[src/hw/wdt_pkg.sv]
// Package for the engine watchdog timer: register map, field layout, constants.
// Assumes a 32-bit APB register bus with word-aligned registers.
package wdt_pkg;
	localparam int unsigned DATA_W = 32;
	localparam int unsigned ADDR_W = 8;
	localparam logic [ADDR_W-1:0] OFF_CONTROL = 8'h00;
	localparam logic [ADDR_W-1:0] OFF_LIMIT = 8'h04;
	localparam logic [ADDR_W-1:0] OFF_COUNT = 8'h08;
	localparam logic [ADDR_W-1:0] OFF_IRQ_STATUS = 8'h0C;
	localparam logic [ADDR_W-1:0] OFF_IRQ_MASK = 8'h10;
	localparam int unsigned MODE_BIT = 31;
	localparam logic [30:0] CTL_ENABLE_CODE = 31'h00000000;
	localparam logic [30:0] CTL_DISABLE_CODE = 31'h00000001;
	localparam logic [DATA_W-1:0] CONTROL_RESET = 32'h00000001;
	localparam logic [DATA_W-1:0] LIMIT_RESET = 32'hFFFFFFFF;
	localparam int unsigned IRQ_WDOG_BIT = 6;
	localparam logic [DATA_W-1:0] IRQ_USED_MASK = 32'h00000040;

	typedef struct packed {
		logic psel;
		logic penable;
		logic pwrite;
		logic [ADDR_W-1:0] paddr;
		logic [DATA_W-1:0] pwdata;
	} apb_req_t;

	typedef struct packed {
		logic [DATA_W-1:0] control;
		logic [DATA_W-1:0] limit;
	} wdt_ctx_t;
endpackage

[src/hw/wdt_counter.sv]
// Watchdog count register with threshold compare.
// Assumes single clock domain; tick and enables are synchronous.
`timescale 1ns/1ns
module wdt_counter import wdt_pkg::*; #(
	parameter int unsigned WIDTH = 32
) (
	input wire logic i_ref_clk,
	input wire logic i_resetn,
	input wire logic i_enable,
	input wire logic i_gate,
	input wire logic i_tick,
	input wire logic [WIDTH-1:0] i_limit,
	output logic [WIDTH-1:0] o_count,
	output logic o_match
);
	initial begin
		if (WIDTH < 2 || WIDTH > DATA_W) $error("wdt_counter WIDTH out of range");
	end

	logic [WIDTH-1:0] count_q;
	logic [WIDTH-1:0] count_d;
	wire match_w = i_enable && (count_q == i_limit);

	always_comb begin
		count_d = count_q;
		if (!i_enable) begin
			count_d = '0;
		end else if (match_w) begin
			count_d = '0;
		end else if (i_gate && i_tick) begin
			count_d = count_q + 1'b1;
		end
	end

	always_ff @(posedge i_ref_clk or negedge i_resetn) begin
		if (!i_resetn) begin
			count_q <= '0;
		end else begin
			count_q <= count_d;
		end
	end

	assign o_count = count_q;
	assign o_match = match_w;

	disable_clears_a: assert property (@(posedge i_ref_clk) disable iff (!i_resetn)
		!i_enable |=> count_q == '0) else $error("count not cleared while disabled");
	match_clears_a: assert property (@(posedge i_ref_clk) disable iff (!i_resetn)
		match_w |=> count_q == '0) else $error("count not cleared on match");
	no_gate_hold_a: assert property (@(posedge i_ref_clk) disable iff (!i_resetn)
		(i_enable && !match_w && !(i_gate && i_tick)) |=> $stable(count_q))
		else $error("count moved without gate and tick");
endmodule

[src/hw/engine_context_watchdog_timer.sv]
// Engine watchdog timer with APB register access and context save/restore port.
// Assumes APB master on i_ref_clk; timestamp toggle, context valid and list
// submission enable are synchronous levels from the engine.
//
// The address map and the APB register port were chosen for this implementation.
`timescale 1ns/1ns
module engine_context_watchdog_timer import wdt_pkg::*; #(
	parameter int unsigned COUNT_W = 32
) (
	// Clock and reset
	input wire logic i_ref_clk,
	input wire logic i_resetn,
	// APB slave
	input wire logic i_psel,
	input wire logic i_penable,
	input wire logic i_pwrite,
	input wire logic [ADDR_W-1:0] i_paddr,
	input wire logic [DATA_W-1:0] i_pwdata,
	output logic [DATA_W-1:0] o_prdata,
	output logic o_pready,
	output logic o_pslverr,
	// Engine status
	input wire logic i_timestamp,
	input wire logic i_ctx_valid,
	input wire logic i_execlist_en,
	// Context image
	input wire logic i_ctx_restore,
	input wire wdt_ctx_t i_ctx_image,
	output wdt_ctx_t o_ctx_image,
	// Interrupt
	output logic o_irq
);
	initial begin
		if (COUNT_W != DATA_W) $error("COUNT_W must equal the register width");
	end

	apb_req_t req;
	assign req = '{psel: i_psel, penable: i_penable, pwrite: i_pwrite, paddr: i_paddr, pwdata: i_pwdata};

	logic [DATA_W-1:0] control_q;
	logic [DATA_W-1:0] limit_q;
	logic enabled_q;
	logic [DATA_W-1:0] irq_status_q;
	logic [DATA_W-1:0] irq_mask_q;
	logic ts_q;
	logic [DATA_W-1:0] prdata_q;
	logic pready_q;
	logic pslverr_q;
	logic irq_q;
	wdt_ctx_t ctx_q;
	logic [COUNT_W-1:0] count_w;
	logic match_w;

	// Zero-wait access: one setup, one access cycle, response registered on the setup edge
	wire access_w = req.psel && req.penable;
	wire wr_w = access_w && req.pwrite;
	wire hit_ctl_w = req.paddr == OFF_CONTROL;
	wire hit_lim_w = req.paddr == OFF_LIMIT;
	wire hit_cnt_w = req.paddr == OFF_COUNT;
	wire hit_sts_w = req.paddr == OFF_IRQ_STATUS;
	wire hit_msk_w = req.paddr == OFF_IRQ_MASK;
	wire mapped_w = hit_ctl_w || hit_lim_w || hit_cnt_w || hit_sts_w || hit_msk_w;
	wire wr_ro_w = req.pwrite && hit_cnt_w;
	wire err_w = !mapped_w || wr_ro_w;
	wire wr_ctl_w = wr_w && hit_ctl_w;
	wire wr_lim_w = wr_w && hit_lim_w;
	wire wr_sts_w = wr_w && hit_sts_w;
	wire wr_msk_w = wr_w && hit_msk_w;

	// Control word source: software write, else context restore
	wire ctl_load_w = wr_ctl_w || i_ctx_restore;
	wire [DATA_W-1:0] ctl_new_w = wr_ctl_w ? req.pwdata : i_ctx_image.control;
	wire [DATA_W-1:0] lim_new_w = wr_lim_w ? req.pwdata : i_ctx_image.limit;
	wire ctl_is_en_w = ctl_new_w[30:0] == CTL_ENABLE_CODE;
	wire ctl_is_dis_w = ctl_new_w[30:0] == CTL_DISABLE_CODE;
	wire enabled_d = !ctl_load_w ? enabled_q : ctl_is_en_w ? 1'b1 : ctl_is_dis_w ? 1'b0 : enabled_q;

	// Tick source chosen by mode bit
	wire ts_toggle_w = i_timestamp != ts_q;
	wire tick_w = control_q[MODE_BIT] ? 1'b1 : ts_toggle_w;
	wire gate_w = i_ctx_valid && i_execlist_en;

	wire [DATA_W-1:0] wdog_evt_w = match_w ? IRQ_USED_MASK : '0;
	wire [DATA_W-1:0] sts_clr_w = wr_sts_w ? req.pwdata : '0;
	// Set wins over a simultaneous write-one-to-clear
	wire [DATA_W-1:0] irq_status_d = ((irq_status_q & ~sts_clr_w) | wdog_evt_w) & IRQ_USED_MASK;
	wire irq_d = |(irq_status_d & irq_mask_q);

	wire [DATA_W-1:0] rd_mux_w = hit_ctl_w ? control_q :
		hit_lim_w ? limit_q :
		hit_cnt_w ? count_w :
		hit_sts_w ? irq_status_q :
		hit_msk_w ? irq_mask_q : '0;

	wdt_counter #(.WIDTH(COUNT_W)) u_counter (
		.i_ref_clk(i_ref_clk),
		.i_resetn(i_resetn),
		.i_enable(enabled_q),
		.i_gate(gate_w),
		.i_tick(tick_w),
		.i_limit(limit_q),
		.o_count(count_w),
		.o_match(match_w)
	);

	always_ff @(posedge i_ref_clk or negedge i_resetn) begin
		if (!i_resetn) begin
			control_q <= CONTROL_RESET;
			limit_q <= LIMIT_RESET;
			enabled_q <= 1'b0;
		end else begin
			if (ctl_load_w) control_q <= ctl_new_w;
			if (wr_lim_w || i_ctx_restore) limit_q <= lim_new_w;
			enabled_q <= enabled_d;
		end
	end

	always_ff @(posedge i_ref_clk or negedge i_resetn) begin
		if (!i_resetn) begin
			irq_status_q <= '0;
			irq_mask_q <= '0;
			irq_q <= 1'b0;
			ts_q <= 1'b0;
		end else begin
			irq_status_q <= irq_status_d;
			if (wr_msk_w) irq_mask_q <= req.pwdata & IRQ_USED_MASK;
			irq_q <= irq_d;
			ts_q <= i_timestamp;
		end
	end

	// Context image carries control and limit only; the count stays out
	always_ff @(posedge i_ref_clk or negedge i_resetn) begin
		if (!i_resetn) begin
			ctx_q <= '{control: CONTROL_RESET, limit: LIMIT_RESET};
		end else begin
			ctx_q <= '{control: control_q, limit: limit_q};
		end
	end

	always_ff @(posedge i_ref_clk or negedge i_resetn) begin
		if (!i_resetn) begin
			prdata_q <= '0;
			pready_q <= 1'b0;
			pslverr_q <= 1'b0;
		end else begin
			pready_q <= req.psel && !req.penable;
			pslverr_q <= req.psel && !req.penable && err_w;
			prdata_q <= (req.psel && !req.penable && !req.pwrite) ? rd_mux_w : '0;
		end
	end

	assign o_prdata = prdata_q;
	assign o_pready = pready_q;
	assign o_pslverr = pslverr_q;
	assign o_irq = irq_q;
	assign o_ctx_image = ctx_q;

	enable_write_a: assert property (@(posedge i_ref_clk) disable iff (!i_resetn)
		(wr_ctl_w && req.pwdata[30:0] == CTL_ENABLE_CODE) |=> enabled_q)
		else $error("enable code did not enable");
	disable_write_a: assert property (@(posedge i_ref_clk) disable iff (!i_resetn)
		(wr_ctl_w && req.pwdata[30:0] == CTL_DISABLE_CODE) |=> !enabled_q ##1 count_w == '0)
		else $error("disable code did not stop and clear");
	other_code_a: assert property (@(posedge i_ref_clk) disable iff (!i_resetn)
		(wr_ctl_w && !i_ctx_restore && req.pwdata[30:0] > CTL_DISABLE_CODE) |=> $stable(enabled_q))
		else $error("other code changed enable");
	clock_mode_a: assert property (@(posedge i_ref_clk) disable iff (!i_resetn)
		(enabled_q && control_q[MODE_BIT] && gate_w && !match_w) |=> count_w == $past(count_w) + 1'b1)
		else $error("clock mode did not count");
	toggle_mode_a: assert property (@(posedge i_ref_clk) disable iff (!i_resetn)
		(enabled_q && !control_q[MODE_BIT] && !ts_toggle_w && !match_w) |=> $stable(count_w))
		else $error("timestamp mode counted without toggle");
	match_irq_a: assert property (@(posedge i_ref_clk) disable iff (!i_resetn)
		match_w |=> irq_status_q[IRQ_WDOG_BIT] ##0 count_w == '0)
		else $error("match did not raise status");
	gate_hold_a: assert property (@(posedge i_ref_clk) disable iff (!i_resetn)
		(enabled_q && !gate_w && !match_w) |=> $stable(count_w))
		else $error("counted without context");
	ctx_image_a: assert property (@(posedge i_ref_clk) disable iff (!i_resetn)
		i_ctx_restore && !wr_w |=> control_q == $past(i_ctx_image.control) && limit_q == $past(i_ctx_image.limit))
		else $error("context restore failed");
	// Judged on the next status value, so a clear in the same cycle does not trip it
	irq_out_a: assert property (@(posedge i_ref_clk) disable iff (!i_resetn)
		(|(irq_status_d & irq_mask_q)) |=> o_irq)
		else $error("irq not raised");

	match_seen_c: cover property (@(posedge i_ref_clk) disable iff (!i_resetn) match_w);
	irq_seen_c: cover property (@(posedge i_ref_clk) disable iff (!i_resetn) o_irq);
	restore_seen_c: cover property (@(posedge i_ref_clk) disable iff (!i_resetn) i_ctx_restore ##1 enabled_q);
	toggle_count_c: cover property (@(posedge i_ref_clk) disable iff (!i_resetn)
		enabled_q && !control_q[MODE_BIT] && ts_toggle_w && gate_w);
endmodule

[config.mk]
export PLATFORM = sky130hd
export DESIGN_NAME = engine_context_watchdog_timer
export DESIGN_NICKNAME = d
export VERILOG_FILES = /design/src/hw/wdt_pkg.sv /design/src/hw/wdt_counter.sv /design/src/hw/engine_context_watchdog_timer.sv
export SDC_FILE = /design/constraint.sdc
export NUM_CORES = 1
export LEC_CHECK = 0
export ABC_CLOCK_PERIOD_IN_PS = 1850
export BUFFER_PORTS_ARGS = -buffer_cell sky130_fd_sc_hd__buf_2
export CORE_ASPECT_RATIO = 1.1
export CORE_MARGIN = 4
export CORE_UTILIZATION = 48
export CTS_CLUSTER_DIAMETER = 80
export CTS_CLUSTER_SIZE = 12
export DETAILED_ROUTE_END_ITERATION = 7
export PLACE_DENSITY = 0.76
export SYNTH_ARGS = -nofsm -noshare
export SYNTH_HDL_FRONTEND = slang
export SYNTH_HIERARCHICAL = 1
export SYNTH_SLANG_ARGS = --single-unit
[constraint.sdc]
create_clock -name i_ref_clk -period 1.85 [get_ports i_ref_clk]
set_input_delay 0.37 -clock i_ref_clk [delete_from_list [all_inputs] [get_ports i_ref_clk]]
set_output_delay 0.37 -clock i_ref_clk [all_outputs]
set_load 0.02 [all_outputs]
==> impl_metrics.toml <==
[critical_path]
critical-path-top-delay-family = "simple AND/OR/NAND/NOR gates"
cpPeakStageDelay_ns = 0.57
critPathBufInv = 2
critPathSlowestCell = "dfstp_2"
end_kind = "flip-flop"
path_max_fanout = 6
crit_chain = "xor2_1 -> nor4_2 -> nand2_2 -> o31ai_4 -> buf_4 -> buf_6 -> nor2_1"
arrival_ns = 2.33
startpoint_type = "flip-flop"
crit_type = "flip-flop to flip-flop"
required_ns = 2.16

[sta]
fin_crit_ns = 2.02
skew_ns = 0.0105
fin_ws_ns = -0.167
finalHoldViolations = 0
setup_violations = 33
fmax_mhz = 496
rsz0062_at_grt = "true"
maxSlewHeadroom = 0.581
slew_violations = 0
fin_crit_sh = 1.09
finalSetupTns_ns = -4.00
worst_pin_slew_ns = 0.620

[global_route]
grt_pass1_vias = 7540
grt_max_degree = 47
grt_pass1_wl_um = 39700
gr-total-overflow = 0
antenna_found_initial = 1
grt_util_all_layers = 0.255

[floorplan]
dieArea_um2 = 20500
dieWidth_um = 137
core_area_um2 = 17800
die_y_um = 150
start_util = 0.492
ios = 212
rows = 51

[run_status]
status = "complete, but fails checks"
violations = "negative setup slack"

[layout]
fin_util = 0.669
final_design_area_no_fill_um2 = 11900
drive_gt1_frac = 0.437
n_antenna_cell = 0
syn2layout_area_growth_pct = 36.1
nets = 1234

[placement]
hpwl_um = 19100
gp_congestion = 0.914
place_area_um2 = 11000
port_buffers = 211
dp_slack_ns = -0.282

[synth]
synth_area_per_cell_um2 = 11.0
synth.area.top_cells = "dfrtp_1, dfstp_2, mux2i_1, nor2_1, xor2_1"
synth_top_area_frac = 0.380
syn-num-nets = 907
netlist_area_um2 = 8750
yosysSeqAreaShare = 0.578
yosysTopAreaCell = "dfrtp_1"
yosys_warnings = 6
async_flop_share = 1.00
synthTopCellsByCount = "dfrtp_1, nor2_1, mux2i_1"
synth_edf_count = 0
synth_ff_type = "dfrtp_1"
syn_inst = 793
yosysMostFrequentCell = "dfrtp_1"
yosys.cell_types.count = 49
ys_ff_latch = 199

[cts]
cts_buffers = 17
clkLatencyLatePin_ns = 0.43
ctsRootBufferMaster = "clkbuf_16"
tritoncts = "done"
cts_max_path_buffers = 2
cts.htree.levels = 4
cts_sinks = 199
clkTransAtPathRegs_ns = 0.07

[pwr]
power.total_mw = 9.69
powerDensity_nw_per_um2 = 813
cellLeakagePower_nw = 5.76
vdd_ir_drop_max_v = 0.000632

[job]
drv_cap = 0

[drt]
wl_per_cell_um = 19.0
drt-vias-per-instance = 5.36
antenna_left = 0
wl_um = 26000
drcViolationCount = 0
vias = 7352
initialDrtViolationCount = 420
drt_pre_antenna_iters = 5

[min_path]
hp-class = "input port to flip-flop"
==> routing by layer <==
layer,wire length (um),share of wire,track usage,vias up
met5,12,0.00046,0,-
met4,823,0.032,0.106,2
met3,1750,0.067,0.0592,57
met2,12800,0.49,0.411,293
met1,10600,0.41,0.334,3620
li1,-,-,-,3380
==> where the power goes <==
| group | internal (mW) | switching (mW) | leakage, nW |
|---|---|---|---|
| Sequential | 4.75 | 0.180 | 2.41 |
| Combinational | 0.563 | 0.792 | 3.09 |
| Clock | 1.80 | 1.60 | 0.265 |
==> path summary, 6_finish.rpt <==
kind	start	end	slack (ns)	depth (start not counted)
setup / recovery	limit_q[7]$_DFFE_PN1P_	u_counter/o_count[5]$_DFFE_PN0P_	-0.17	7
hold / removal	i_timestamp	ts_q$_DFF_PN0_	0.08	1
setup reg to reg	limit_q[7]$_DFFE_PN1P_	u_counter/o_count[5]$_DFFE_PN0P_	-0.17	7
hold reg to reg	limit_q[14]$_DFFE_PN1P_	o_ctx_image[14]$_DFF_PN1_	0.40	0
max in group asynchronous	i_resetn	o_ctx_image[4]$_DFF_PN1_	0.75	3
min in group asynchronous	i_resetn	control_q[26]$_DFFE_PN0P_	0.42	2
==> per-stage QoR <==
step,std cells,hold slack (ns)
after global placement,1323,0.314
final,1371,0.0760
after CTS,1367,0.0567
after detailed placement,1323,0.310
after global routing,1371,0.0592
after floorplan,793,0.0744
==> logic make-up (layout without fill, tap and decap cells) <==
kind of cell,Yosys count,count (layout),synth area share
fa+ha+maj,1,1,0.00143
compound gates,103,103,0.0612
simple gates,282,282,0.159
flops,199,199,0.578
mux,97,97,0.112
buf+inv,47,387,0.0236
xor+xnor,64,64,0.0640
==> final cells by class <==
cell class / count / area [um^2]
fillers: 1328 / 5880
flip-flops and latches: 199 / 5060
multi-input cells: 547 / 3760
repair buffers: 348 / 2230
clock buffers: 22 / 464
well taps: 238 / 298
clock inverters: 10 / 71.3
inverters: 7 / 26.3
==> flip-flops by register name, summed over array words and instances, names as in the netlist <==
signal	cells
control_q	32
enabled_q	1
irq_mask_q	1
irq_status_q	1
limit_q	32
o_ctx_image	64
o_irq	1
o_prdata	32
o_pready	1
o_pslverr	1
ts_q	1
u_counter/o_count	32
==> layout by cell type (no fill, tap or decap), types with 11 or more instances in the layout <==
cell       count
buf_2        209
dfrtp_1      132
buf_4        121
nor2_1        96
mux2i_1       95
nand2_1       79
dfstp_2       66
o21ai_0       59
xor2_1        35
a21oi_1       34
xnor2_1       25
nor4_1        17
clkbuf_16     17
nand4_1       11
==> repair_timing <==
action,in CTS,in global routing
hold buffers,1,0
gates resized for setup,36,21
setup endpoints to repair,34,34
buffers inserted,11,7
endpoints found under the hold margin,22,0
cloned,1,1
pin swaps,26,19
Note: power is estimated with default switching activity, not from simulation.
